`config.mk`:
```
export PLATFORM = sky130hd
export DESIGN_NAME = eocs_top
export DESIGN_NICKNAME = d
export VERILOG_FILES = /design/src/hw/eocs_pkg.sv /design/src/hw/eocs_sync_deb.sv /design/src/hw/eocs_top.sv /design/src/hw/eocs_wb_regs.sv
export VERILOG_INCLUDE_DIRS = /design/src /design/src/hw
export SDC_FILE = /design/constraint.sdc
export NUM_CORES = 1
export LEC_CHECK = 0
export ABC_AREA = 1
export BUFFER_PORTS_ARGS = -buffer_cell sky130_fd_sc_hd__buf_4
export CAP_MARGIN = 10
export CORE_UTILIZATION = 49
export DETAILED_ROUTE_END_ITERATION = 16
export PLACE_DENSITY = 0.79
export SETUP_SLACK_MARGIN = 0.02
export SYNTH_ARGS = -nofsm -noshare
export SYNTH_HDL_FRONTEND = slang
export SYNTH_SLANG_ARGS = --single-unit
```
`constraint.sdc`:
```
create_clock -name clk_sys -period 1.7 [get_ports clk_sys]
set_input_delay 0.17 -clock clk_sys [delete_from_list [all_inputs] [get_ports clk_sys]]
set_output_delay 0.17 -clock clk_sys [all_outputs]
set_load 0.1 [all_outputs]
```
`src/hw/eocs_regs.svh`:
```
// Purpose: register map and timing constants of the external output control port
// Assumes: 32-bit classic Wishbone, byte addresses, word aligned
// Notes:   offsets are byte addresses; reserved bits read zero
`ifndef EOCS_REGS_SVH
`define EOCS_REGS_SVH

`define EOCS_ADDR_W        8
`define EOCS_OFS_CTRL      8'h00
`define EOCS_OFS_CMD       8'h04
`define EOCS_OFS_STATUS    8'h08
`define EOCS_OFS_IRQ_STAT  8'h0C
`define EOCS_OFS_IRQ_MASK  8'h10

// control register fields
`define EOCS_CTRL_POL_BIT  0
`define EOCS_CTRL_OPT_BIT  1
`define EOCS_CTRL_RESET    32'h0000_0001

// command register fields (write-one pulses)
`define EOCS_CMD_ON_BIT    0
`define EOCS_CMD_OFF_BIT   1

// status register fields
`define EOCS_ST_OUT_ON     0
`define EOCS_ST_CV         1
`define EOCS_ST_CC         2
`define EOCS_ST_ALARM      3
`define EOCS_ST_INHIBIT    4
`define EOCS_ST_TRIP       5
`define EOCS_ST_OPT        6

// event bits
`define EOCS_EV_W          4
`define EOCS_EV_ON         0
`define EOCS_EV_OFF        1
`define EOCS_EV_ALARM      2
`define EOCS_EV_TRIP       3
`define EOCS_MASK_RESET    4'h0

// debounce time for contact inputs
`define EOCS_DEB_US        2
`define EOCS_CLK_MHZ       125
`define EOCS_DEB_CYC       (`EOCS_DEB_US * `EOCS_CLK_MHZ)

`endif

```
`src/hw/eocs_pkg.sv`:
```
// Purpose: shared types of the external output control port
// Assumes: one clock domain
// Notes:   types only; numbers live in eocs_regs.svh
package eocs_pkg;

  typedef struct packed {
    logic cyc;
    logic stb;
    logic we;
    logic [7:0] adr;
    logic [3:0] sel;
    logic [31:0] dat;
  } eocs_wb_req_t;

  typedef struct packed {
    logic voltage_regulation_mode;
    logic current_regulation_mode;
    logic overvoltage_protect;
    logic overcurrent_protect;
    logic overtemp_protect;
  } eocs_plant_t;

  typedef struct packed {
    logic const_voltage_flag;
    logic const_current_flag;
    logic output_on_flag;
    logic alarm_flag;
    logic option_flag;
  } eocs_status_t;

  typedef enum logic [2:0] {
    EOCS_OFF     = 3'b001,
    EOCS_ON      = 3'b010,
    EOCS_INHIBIT = 3'b100
  } eocs_state_t;

endpackage : eocs_pkg

```
`src/hw/eocs_sync_deb.sv`:
```
// Purpose: two-flop synchroniser plus debounce filter for one contact input
// Assumes: input asynchronous to clk_sys
// Notes:   output changes only after the input is stable for DEB_CYC cycles
`include "eocs_regs.svh"

module eocs_sync_deb #(
  parameter int          DEB_CYC = `EOCS_DEB_CYC,
  parameter logic        INIT    = 1'b1
) (
  // clock and reset
  input  wire logic clk_sys,
  input  wire logic reset,
  // pin and filtered level
  input  wire logic pin_in,
  output logic      level
);

  localparam int CW = $clog2(DEB_CYC + 1);

  logic          meta;
  logic          sync;
  logic [CW-1:0] cnt;

  always_ff @(posedge clk_sys or posedge reset) begin
    if (reset) begin
      meta <= INIT;
      sync <= INIT;
    end else begin
      meta <= pin_in;
      sync <= meta;
    end
  end

  // bounce restarts the count, so a chattering contact never reaches the output
  always_ff @(posedge clk_sys or posedge reset) begin
    if (reset) begin
      cnt   <= '0;
      level <= INIT;
    end else if (sync == level) begin
      cnt <= '0;
    end else if (cnt == CW'(DEB_CYC - 1)) begin
      cnt   <= '0;
      level <= sync;
    end else begin
      cnt <= cnt + CW'(1);
    end
  end

endmodule : eocs_sync_deb

```
`src/hw/eocs_top.sv`:
```
// Purpose: external output on/off, shutdown trip and status outputs of a power supply
// Assumes: one clock clk_sys at 125 MHz, contact pins asynchronous
// Notes:   status outputs are active high drive levels for the photocoupler stages
// Notes on behaviour
// - with high polarity a low-to-high edge on the external input turns the output on and a low level holds it off.
// - a polarity setting inverts the sense of the external on/off input.
// - while the external input holds the output off, panel key and remote on requests are ignored.
// - a low shutdown input or closed shutdown contact trips the power breaker.
// - the voltage and current mode flags follow the regulation mode.
// - the output-on flag follows the main output state.
// - the alarm flag is active while any protection condition is present.
// - the option output changes only by a port-output command over the bus.
`include "eocs_regs.svh"

module eocs_top #(
  parameter int DEB_CYC = `EOCS_DEB_CYC
) (
  // clock and reset
  input  wire logic                    clk_sys,
  input  wire logic                    reset,
  // wishbone slave
  input  wire eocs_pkg::eocs_wb_req_t  wb_req,
  output logic                         wb_ack,
  output logic [31:0]                  wb_dat_o,
  output logic                         irq,
  // contact pins
  input  wire logic                    ext_onoff_pin,
  input  wire logic                    shutdown_n_pin,
  // panel key, one-cycle pulse from local logic
  input  wire logic                    panel_key_press,
  // plant state from the regulator
  input  wire eocs_pkg::eocs_plant_t   plant,
  // outputs
  output logic                         output_enable,
  output logic                         breaker_trip,
  output eocs_pkg::eocs_status_t       status
);

  eocs_pkg::eocs_state_t state;
  eocs_pkg::eocs_state_t next_state;

  logic                  onoff_lvl;
  logic                  shut_lvl;
  logic                  onoff_prev;
  logic                  ext_active;
  logic                  ext_rise;
  logic                  pol_high;
  logic                  opt_level;
  logic                  cmd_on;
  logic                  cmd_off;
  logic                  alarm_now;
  logic                  alarm_prev;
  logic                  trip_prev;
  logic [31:0]           status_word;
  logic [`EOCS_EV_W-1:0] events;

  // contacts idle high through the pull-ups
  eocs_sync_deb #(
    .DEB_CYC (DEB_CYC),
    .INIT    (1'b1)
  ) u_deb_onoff (
    .clk_sys (clk_sys),
    .reset   (reset),
    .pin_in  (ext_onoff_pin),
    .level   (onoff_lvl)
  );

  eocs_sync_deb #(
    .DEB_CYC (DEB_CYC),
    .INIT    (1'b1)
  ) u_deb_shut (
    .clk_sys (clk_sys),
    .reset   (reset),
    .pin_in  (shutdown_n_pin),
    .level   (shut_lvl)
  );

  eocs_wb_regs u_regs (
    .clk_sys     (clk_sys),
    .reset       (reset),
    .wb_req      (wb_req),
    .wb_ack      (wb_ack),
    .wb_dat_o    (wb_dat_o),
    .status_word (status_word),
    .events      (events),
    .pol_high    (pol_high),
    .opt_level   (opt_level),
    .cmd_on      (cmd_on),
    .cmd_off     (cmd_off),
    .irq         (irq)
  );

  // polarity folds the pin into one active-high sense
  assign ext_active = pol_high ? onoff_lvl : !onoff_lvl;

  // edge taken on the polarity-folded level, so a polarity write can itself
  // look like an edge; software should change polarity while output is off
  always_ff @(posedge clk_sys or posedge reset) begin
    if (reset) begin
      onoff_prev <= 1'b1;
    end else begin
      onoff_prev <= ext_active;
    end
  end

  assign ext_rise = ext_active && !onoff_prev;

  always_comb begin
    next_state = state;
    case (state)
      eocs_pkg::EOCS_OFF: begin
        if (!ext_active) begin
          next_state = eocs_pkg::EOCS_INHIBIT;
        end else if (panel_key_press || cmd_on) begin
          next_state = eocs_pkg::EOCS_ON;
        end
      end
      eocs_pkg::EOCS_ON: begin
        if (!ext_active) begin
          next_state = eocs_pkg::EOCS_INHIBIT;
        end else if (panel_key_press || cmd_off) begin
          next_state = eocs_pkg::EOCS_OFF;
        end
      end
      eocs_pkg::EOCS_INHIBIT: begin
        // key and remote on requests are dropped here
        if (ext_rise) begin
          next_state = eocs_pkg::EOCS_ON;
        end
      end
      default: next_state = eocs_pkg::EOCS_OFF;
    endcase
    if (breaker_trip) begin
      next_state = eocs_pkg::EOCS_OFF;
    end
  end

  always_ff @(posedge clk_sys or posedge reset) begin
    if (reset) begin
      state <= eocs_pkg::EOCS_OFF;
    end else begin
      state <= next_state;
    end
  end

  always_ff @(posedge clk_sys or posedge reset) begin
    if (reset) begin
      output_enable <= 1'b0;
    end else begin
      output_enable <= (next_state == eocs_pkg::EOCS_ON);
    end
  end

  // breaker follows the debounced contact; re-power needs it high again
  always_ff @(posedge clk_sys or posedge reset) begin
    if (reset) begin
      breaker_trip <= 1'b0;
    end else begin
      breaker_trip <= !shut_lvl;
    end
  end

  assign alarm_now = plant.overvoltage_protect || plant.overcurrent_protect
                     || plant.overtemp_protect;

  always_ff @(posedge clk_sys or posedge reset) begin
    if (reset) begin
      status <= '0;
    end else begin
      status.const_voltage_flag <= plant.voltage_regulation_mode;
      status.const_current_flag <= plant.current_regulation_mode;
      status.output_on_flag     <= output_enable;
      status.alarm_flag         <= alarm_now;
      status.option_flag        <= opt_level;
    end
  end

  always_ff @(posedge clk_sys or posedge reset) begin
    if (reset) begin
      alarm_prev <= 1'b0;
      trip_prev  <= 1'b0;
    end else begin
      alarm_prev <= alarm_now;
      trip_prev  <= breaker_trip;
    end
  end

  logic out_prev;
  always_ff @(posedge clk_sys or posedge reset) begin
    if (reset) begin
      out_prev <= 1'b0;
    end else begin
      out_prev <= output_enable;
    end
  end

  always_comb begin
    events                 = '0;
    events[`EOCS_EV_ON]    = output_enable && !out_prev;
    events[`EOCS_EV_OFF]   = !output_enable && out_prev;
    events[`EOCS_EV_ALARM] = alarm_now && !alarm_prev;
    events[`EOCS_EV_TRIP]  = breaker_trip && !trip_prev;
  end

  always_comb begin
    status_word                   = 32'h0000_0000;
    status_word[`EOCS_ST_OUT_ON]  = output_enable;
    status_word[`EOCS_ST_CV]      = plant.voltage_regulation_mode;
    status_word[`EOCS_ST_CC]      = plant.current_regulation_mode;
    status_word[`EOCS_ST_ALARM]   = alarm_now;
    status_word[`EOCS_ST_INHIBIT] = !ext_active;
    status_word[`EOCS_ST_TRIP]    = breaker_trip;
    status_word[`EOCS_ST_OPT]     = opt_level;
  end

endmodule : eocs_top

```
`src/hw/eocs_wb_regs.sv`:
```
// Purpose: classic Wishbone slave holding control, mask and interrupt status
// Assumes: 32-bit data, byte addresses, one register per aligned word
// Notes:   ack one cycle after the request is seen, one cycle wide
`include "eocs_regs.svh"

module eocs_wb_regs (
  // clock and reset
  input  wire logic                      clk_sys,
  input  wire logic                      reset,
  // bus
  input  wire eocs_pkg::eocs_wb_req_t    wb_req,
  output logic                           wb_ack,
  output logic [31:0]                    wb_dat_o,
  // block side
  input  wire logic [31:0]               status_word,
  input  wire logic [`EOCS_EV_W-1:0]     events,
  output logic                           pol_high,
  output logic                           opt_level,
  output logic                           cmd_on,
  output logic                           cmd_off,
  output logic                           irq
);

  logic [`EOCS_EV_W-1:0] irq_stat;
  logic [`EOCS_EV_W-1:0] irq_mask;
  logic                  req;
  logic                  wr;
  logic                  rd_stat;

  assign req     = wb_req.cyc && wb_req.stb && !wb_ack;
  assign wr      = req && wb_req.we && wb_req.sel[0];
  assign rd_stat = req && !wb_req.we && (wb_req.adr == `EOCS_OFS_IRQ_STAT);

  always_ff @(posedge clk_sys or posedge reset) begin
    if (reset) begin
      wb_ack <= 1'b0;
    end else begin
      wb_ack <= req;
    end
  end

  always_ff @(posedge clk_sys or posedge reset) begin
    if (reset) begin
      wb_dat_o <= 32'h0000_0000;
    end else if (req && !wb_req.we) begin
      case (wb_req.adr)
        `EOCS_OFS_CTRL:     wb_dat_o <= {30'h0, opt_level, pol_high};
        `EOCS_OFS_STATUS:   wb_dat_o <= status_word;
        `EOCS_OFS_IRQ_STAT: wb_dat_o <= {28'h0, irq_stat};
        `EOCS_OFS_IRQ_MASK: wb_dat_o <= {28'h0, irq_mask};
        default:            wb_dat_o <= 32'h0000_0000;
      endcase
    end
  end

  // opt_level only moves on a bus write: no panel path reaches it
  always_ff @(posedge clk_sys or posedge reset) begin
    if (reset) begin
      pol_high  <= 1'(`EOCS_CTRL_RESET >> `EOCS_CTRL_POL_BIT);
      opt_level <= 1'b0;
    end else if (wr && wb_req.adr == `EOCS_OFS_CTRL) begin
      pol_high  <= wb_req.dat[`EOCS_CTRL_POL_BIT];
      opt_level <= wb_req.dat[`EOCS_CTRL_OPT_BIT];
    end
  end

  always_ff @(posedge clk_sys or posedge reset) begin
    if (reset) begin
      cmd_on  <= 1'b0;
      cmd_off <= 1'b0;
    end else begin
      cmd_on  <= wr && wb_req.adr == `EOCS_OFS_CMD && wb_req.dat[`EOCS_CMD_ON_BIT];
      cmd_off <= wr && wb_req.adr == `EOCS_OFS_CMD && wb_req.dat[`EOCS_CMD_OFF_BIT];
    end
  end

  always_ff @(posedge clk_sys or posedge reset) begin
    if (reset) begin
      irq_mask <= `EOCS_MASK_RESET;
    end else if (wr && wb_req.adr == `EOCS_OFS_IRQ_MASK) begin
      irq_mask <= wb_req.dat[`EOCS_EV_W-1:0];
    end
  end

  // a new event wins over the clear-on-read in the same cycle
  always_ff @(posedge clk_sys or posedge reset) begin
    if (reset) begin
      irq_stat <= '0;
    end else if (rd_stat) begin
      irq_stat <= events;
    end else begin
      irq_stat <= irq_stat | events;
    end
  end

  always_ff @(posedge clk_sys or posedge reset) begin
    if (reset) begin
      irq <= 1'b0;
    end else begin
      irq <= |(irq_stat & irq_mask);
    end
  end

endmodule : eocs_wb_regs

```
==> PnR_summary.wiki, run 1 <==
{| class="wikitable"
! Metric !! Value
|-
| Remaining routing DRC violations || 0
|-
| Worst Reg-to-Reg Cells || 3
|-
| Critical path data required time || 1.92 ns
|-
| Worst Skew || 0.00769 ns
|-
| Vias per std cell || 4.60
|-
| Final period demand of the worst path || 1.21 ns
|-
| Number of sinks handled by clock tree synthesis || 55
|-
| Reported net switching power || 779 uW
|-
| Area fraction of the dominant cell type after synthesis || 0.438
|-
| Kind of critical path || register to register
|-
| Type of the most critical hold path || input pin to register
|-
| Largest fanout of any net on the critical path || 8
|-
| Number of buffers inserted during clock tree synthesis || 5
|-
| Clock transition time at the flip-flop clock pins of the worst setup and hold paths || 0.09 ns
|-
| Post-detailed-route wirelength per cell || 10.8 um
|-
| TritonRoute pass-1 iters || 4
|-
| Number of buffer and inverter instances along the worst setup path || 0
|-
| Antenna diode count || 0
|-
| Data arrival time of the critical path || 1.43 ns
|-
| Clock tree from TritonCTS || built
|-
| CP Capture Type || register
|-
| Max stage delay cell, worst path || sky130_fd_sc_hd__dfstp_2
|-
| Height of the chip || 75.2 um
|-
| Most area-hungry cell type in the Yosys netlist || sky130_fd_sc_hd__dfrtp_1
|-
| Number of gates given a new drive strength after cts || 0
|-
| Skew-Pair Late Insertion Delay || about 0.3 ns
|-
| Top library cells by usage in the layout, fill and taps aside || sky130_fd_sc_hd__dfrtp_1 (46), sky130_fd_sc_hd__nand2_1 (45), sky130_fd_sc_hd__buf_4 (41)
|-
| DP Wirelength || 3.29 mm
|-
| Number of rows in the core area || 26
|-
| Number of global-route vias before repair || 1775
|-
| Number of pins with negative max-slew slack in the final report || 0
|-
| Final-layout worst hold slack || 0.0726 ns
|-
| Critical Path Source Type || register
|-
| Static leakage power || roughly 0.0016 uW
|-
| Count of endpoints failing hold in the final timing report || 0
|-
| MaxCap Viol Count || 0
|-
| Total number of cells along the worst setup path || 3
|-
| Weighted congestion at the end of routability-driven global placement || 0.846
|-
| Overall overflow remaining after global route || 0
|-
| Detailed-route wire length || ~4.4 mm
|-
| Number of cells on the worst hold path || 3
|-
| Proportion of power drawn by combinational gates || 0.182
|-
| Number of I/O pins || between 90 and 100
|-
| Run status || complete, no violations
|-
| Root buffer cell || sky130_fd_sc_hd__clkbuf_8
|-
| Final net count || 397
|-
| Yosys warnings || 0
|-
| Worst supply voltage drop on vdd || 0.000562 V
|-
| Number of antenna violations at the first check in global routing || 0
|-
| Post-route fraction of the period consumed by the critical path || 0.714
|-
| Number of library cell types mapped by synthesis || 29
|-
| Number of H-tree levels || 2
|-
| Total of flip-flops plus latches after synthesis || 55
|-
| Synthesized netlist cell count || 286
|-
| Core region area || 5140 um2
|-
| Pwr Density || around 830 nW/um2
|-
| Kind of cell with the highest combined delay on the critical path || flip-flops
|-
| Sequential share of power || 0.536
|-
| Die W || 75.2 um
|-
| Pin count of the biggest net entering global routing || 56
|-
| Routed Antenna Nets || 0
|-
| Most common library cell in the layout ignoring fill and taps || sky130_fd_sc_hd__dfrtp_1
|-
| Gr usage total || 0.172
|-
| RSZ-0062 raised after global routing || no
|-
| Ordered cell list for the critical path || xor2_1 -> nand2_2 -> nor3_1
|-
| Port-buffer cells || 41
|-
| Sequential-to-total area share from yosys stat || 0.528
|-
| Leading cell types by total area after synthesis || sky130_fd_sc_hd__dfrtp_1 (44%), sky130_fd_sc_hd__dfstp_2 (9.0%), sky130_fd_sc_hd__buf_4 (7.7%)
|-
| Portion of total power attributed to the clock network || 0.282
|-
| Internal power of the cells || roughly 1800 uW
|-
| Global-route wire length before repair || 7.21 mm
|-
| Mapped Area || 2630 um2
|-
| Number of buffers on the longest clock path || 2
|-
| Fraction of final layout cells sized beyond drive strength 1 || 0.243
|-
| Pwr Total || 2530 uW
|-
| Drt initial violations || 70
|-
| Number of vias after detailed routing || 1872
|-
| DIE AREA || 5660 um2
|-
| Number of setup violations in the final report || 0
|-
| Synth Area per Inst || 9.19 um2
|-
| Synthesis-to-finish area growth || 16.5%
|-
| Worst path max stage delay || 0.57 ns
|-
| Post-CTS setup buffer count || 0
|-
| Total Neg Setup Slack || 0 ns
|-
| Timing-limited maximum frequency || between 800 and 900 MHz
|-
| Fraction of power spent switching nets || 0.308
|-
| Effective utilization at floorplan || 0.511
|}
==> power groups by stage <==
stage                     logic [uW]  clock network [uW]  registers, uW
after floorplan                  378                   0           1420
final                            461                 713           1360
after global routing             489                 787           1360
after detailed placement         454                   0           1380
after global placement           449                   0           1380
after CTS                        464                 742           1360
==> flip-flops by register name, summed over array words and instances (netlist names), 3 cells and up <==
register / flops
u_regs.irq_stat: 4
u_regs.wb_dat_o: 7
u_deb_shut.cnt: 8
u_deb_onoff.cnt: 8
u_regs.irq_mask: 4
state: 3
status: 3
==> per-layer routing <==
layer / track usage / up-vias / share of wire
met4: 0.0782 / 0 / 0.020
met2: 0.319 / 51 / 0.50
met5: 0 / - / 0
met1: 0.186 / 861 / 0.43
met3: 0.0402 / 9 / 0.048
li1: - / 951 / -
==> timing repair <==
action	in CTS	in global routing
setup endpoints to repair	0	0
hold buffers	5	0
hold endpoints to repair	50	0
==> logic make-up after synthesis <==
kind of cell	count (synthesis)	synth area share
buffers and inverters	64	0.133
multiplexers	1	0.00571
AND/OR/NAND/NOR	124	0.224
other	1	0.00143
adder cells (fa/ha/maj)	4	0.0190
AO/OA/AOI/OAI	28	0.0595
flip-flops	55	0.528
XOR/XNOR	9	0.0300
==> stage by stage <==
step | utilization | instances | setup slack, ns | instance area (um2)
after global placement | 0.568 | 394 | 0.521 | 2920
after floorplan | - | 310 | 0.150 | 2720
final | 0.596 | 407 | 0.486 | 3060
after global routing | 0.596 | 407 | 0.324 | 3060
after detailed placement | 0.568 | 394 | 0.456 | 2920
after CTS | 0.596 | 407 | 0.464 | 3060
==> cells in the mapped netlist (all sizes together) <==
| cell type | instances |
|---|---|
| xor2 | 4 |
| o22ai | 4 |
| nor3b | 4 |
| ha | 4 |
| nand3 | 22 |
| o21ai | 15 |
| nor2 | 41 |
| a21oi | 5 |
| mux2 | 1 |
| or2 | 1 |
| nor3 | 4 |
| xnor2 | 5 |
| o31ai | 2 |
| a31oi | 2 |
| inv | 36 |
| nand2 | 52 |
| conb | 1 |
| dfstp | 9 |
| dfrtp | 46 |
| buf | 28 |
==> worst reg2reg max path: cells and delay by family, from the launching register on <==
kind / cells / cell delay [ns]
DFF: 1 / 0.57
and+or+nand+nor: 2 / 0.37
xor gates and xnor gates: 1 / 0.19
==> path summary, 6_finish.rpt <==
path	startpoint	slack (ns)	to
setup / recovery	u_deb_onoff.level	0.49	u_deb_onoff.cnt[7]
hold / removal	plant[0]	0.07	alarm_prev
setup reg to reg	u_deb_onoff.level	0.49	u_deb_onoff.cnt[7]
hold reg to reg	u_deb_shut.meta	0.36	u_deb_shut.sync
max in group asynchronous	reset	0.94	u_deb_shut.level
min in group asynchronous	reset	0.47	u_deb_onoff.cnt[3]
==> cell type report <==
class	instances	area, um2
Timing Repair Buffer	47	378
Inverter	36	135
Fill cell	461	2080
Sequential cell	55	1390
Clock inverter	1	5.00
Tap cell	70	87.6
Clock buffer	7	86.3
Multi-Input combinational cell	191	982
(Power assumes the default switching activity.)
==> inputs of run 2 (changes only) <==
CORE_UTILIZATION = 44   (was 49)
PLACE_DENSITY = 0.74   (was 0.79)
clock period = 1 ns   (was 1.7 ns; I/O delays follow)
==> run 2 against run 1 <==
The flow now finishes with violations (setup timing). Count of clock-buffer cells in the layout decreased by 2. Global-route usage increased by 0.98 points. Fmax increased by 0.21%. Critical path type unchanged. Largest power group unchanged.
==> PnR_summary.wiki, run 2 (same netlist as run 1, synthesis figures left out) <==
{| class="wikitable"
! Metric !! Value
|-
| Number of buffers inserted during clock tree synthesis || 5
|-
| Post-route fraction of the period consumed by the critical path || 1.21
|-
| Die W || 79.3 um
|-
| Antenna diode count || 0
|-
| CP Capture Type || register
|-
| DIE AREA || 6290 um2
|-
| Non-filler cells, final || 449
|-
| Detailed-route wire length || 5.60 mm
|-
| Type of the most critical hold path || input pin to register
|-
| Fraction of final layout cells sized beyond drive strength 1 || 0.528
|-
| Crit path setup slack, layout || -0.212 ns
|-
| Top library cells by usage in the layout, fill and taps aside || sky130_fd_sc_hd__buf_4 (61), sky130_fd_sc_hd__nand2_1 (39), sky130_fd_sc_hd__dfrtp_1 (30)
|-
| Ordered cell list for the critical path || nor2_4 -> buf_4 -> nand2_8 -> buf_4 -> nand2_1 -> o31ai_1
|-
| Reg-to-reg setup timing slack || -0.21 ns
|-
| Startpoint of the tightest hold check path || wb_req[1]
|-
| Root buffer cell || sky130_fd_sc_hd__clkbuf_8
|-
| Clock tree from TritonCTS || built
|-
| Worst min-delay path endpoint || u_regs.irq_mask[1]
|-
| Worst path max stage delay || 0.50 ns
|-
| Number of I/O pins || 98
|-
| Number of buffers on the longest clock path || 2
|-
| Remaining routing DRC violations || 0
|-
| Kind of cell with the highest combined delay on the critical path || flip-flops
|-
| Number of cells on the worst hold path || 3
|-
| TritonRoute pass-1 iters || 4
|-
| Global-route wire length before repair || 8.82 mm
|-
| Critical Path Source Type || register
|-
| Critical path launch point || u_regs.wb_ack
|-
| Skew-Pair Late Insertion Delay || 0.31 ns
|-
| Largest regs || u_deb_onoff.cnt x8, u_deb_shut.cnt x8, u_regs.wb_dat_o x7
|-
| Vias per std cell || about 4.7
|-
| Run status || finished, violations left
|-
| Port-buffer cells || 41
|-
| MaxCap Viol Count || 0
|-
| Number of rows in the core area || 27
|-
| Core region area || 5640 um2
|-
| Final period demand of the worst path || 1.21 ns
|-
| Number of H-tree levels || 2
|-
| Gr usage total || 0.182
|-
| Number of setup violations in the final report || 53
|-
| End of the worst register-to-register path || u_regs.wb_dat_o[4]
|-
| R2r startpoint || u_regs.wb_ack
|-
| Number of pins with negative max-slew slack in the final report || 0
|-
| Max stage delay cell, worst path || sky130_fd_sc_hd__dfrtp_4
|-
| Number of global-route vias before repair || 2058
|-
| Synthesis-to-finish area growth || 50.9%
|-
| Failing checks || setup timing
|-
| Height of the chip || 79.3 um
|-
| Most common library cell in the layout ignoring fill and taps || sky130_fd_sc_hd__buf_4
|-
| Critical path data required time || 1.20 ns
|-
| Post-detailed-route wirelength per cell || 12.5 um
|-
| Cell seen most often among critical-path stages || sky130_fd_sc_hd__buf_4
|-
| Kind of critical path || register to register
|-
| Number of placed instances with taps included || 422
|-
| DP Wirelength || 3.79 mm
|-
| Final net count || 437
|-
| Timing-limited maximum frequency || 825 MHz
|-
| Pin count of the biggest net entering global routing || 22
|-
| Number of buffer and inverter instances along the worst setup path || 2
|-
| Worst Skew || 0.00297 ns
|-
| Clock transition time at the flip-flop clock pins of the worst setup and hold paths || ~0.10 ns
|-
| Static leakage power || ~0.0018 uW
|-
| Drt initial violations || 93
|-
| Worst Reg-to-Reg Cells || 6
|-
| Weighted congestion at the end of routability-driven global placement || 0.852
|-
| Overall overflow remaining after global route || 0
|-
| Data arrival time of the critical path || about 1.4 ns
|-
| Number of sinks handled by clock tree synthesis || 55
|-
| Post-Place Worst Slack || -0.183 ns
|-
| Routed Antenna Nets || 0
|-
| Worst supply voltage drop on vdd || 0.00102 V
|-
| Pwr Density || ~1300 nW/um2
|-
| Number of vias after detailed routing || 2094
|-
| Count of endpoints failing hold in the final timing report || 0
|-
| Largest fanout of any net on the critical path || 7
|-
| Number of antenna violations at the first check in global routing || 0
|-
| RSZ-0062 raised after global routing || yes
|-
| Effective utilization at floorplan || 0.466
|}
-- run 2: cell count changes in the layout (fill, tap and decap cells not counted), sizes merged --
cell | previous run | this run
buf | 42 | 81
clkinv | 1 | 0
dlygate4sd3 | 5 | 6
clkinvlp | 0 | 2
clkbuf | 7 | 5
inv | 36 | 35
bufinv | 0 | 2
-- run 2: layer usage --
layer,up-vias,global-route usage,share of wire,wire length [um]
li1,1025,-,-,-
met1,1012,0.212,0.38,2150
met2,51,0.336,0.57,3200
met3,6,0.0379,0.038,212
met4,0,0.0491,0.0075,42
met5,-,0,0,0
-- run 2: how the worst max path moves through the flow --
stage | end | slack (ns) | cells past startpoint
2_1_floorplan | u_regs.irq_stat[0] | -0.30 | 5
3_3_place_gp | u_regs.irq_stat[1] | -0.15 | 4
3_5_place_dp | u_deb_onoff.cnt[7] | -0.18 | 3
4_1_cts | u_regs.irq_mask[3] | -0.18 | 5
5_1_grt | u_deb_onoff.cnt[6] | -0.27 | 5
6_report | u_regs.wb_dat_o[4] | -0.21 | 6
-- run 2: per-stage QoR --
stage / TNS, ns / power, uW / instance area, um2 / utilization / hold slack (ns)
after floorplan: -4.43 / 3060 / 2800 / - / 0.104
after global placement: -3.47 / 3160 / 3210 / 0.570 / 0.0593
after detailed placement: -4.32 / 3170 / 3210 / 0.570 / 0.0647
after CTS: -5.46 / 4980 / 3710 / 0.658 / 0.00868
after global routing: -8.83 / 5190 / 3970 / 0.703 / 0.0238
final: -6.06 / 5010 / 3970 / 0.703 / 0.0112
-- run 2: timing repair --
action                     4_1_cts  5_1_grt
setup buffers                    8        5
setup endpoints to repair       57       58
hold buffers                     6        0
hold endpoints to repair        52        0
pin swaps                       17       14
gates resized for setup         56       54
-- run 2: worst register-to-register path, stage by stage, from the launching register on --
cell                      delay [ns]
sky130_fd_sc_hd__dfrtp_4        0.50
sky130_fd_sc_hd__nor2_4         0.11
sky130_fd_sc_hd__buf_4          0.15
sky130_fd_sc_hd__nand2_8        0.07
sky130_fd_sc_hd__buf_4          0.15
sky130_fd_sc_hd__nand2_1        0.06
sky130_fd_sc_hd__o31ai_1        0.06
-- run 2: final cells by class --
class                   count  area (um2)
inverters                  36         139
repair buffers             87         855
multi-input cells         191        1340
clock buffers               5        68.8
flip-flops and latches     55        1410
fillers                   410        1670
clock inverters             3        67.6
well taps                  72        90.1
-- run 2: where the power goes --
| part | switching (uW) | leakage, uW | internal, uW |
|---|---|---|---|
| Sequential | 49.8 | 0.000648 | 2280 |
| Clock | 739 | 0.0000644 | 998 |
| Combinational | 700 | 0.00112 | 248 |
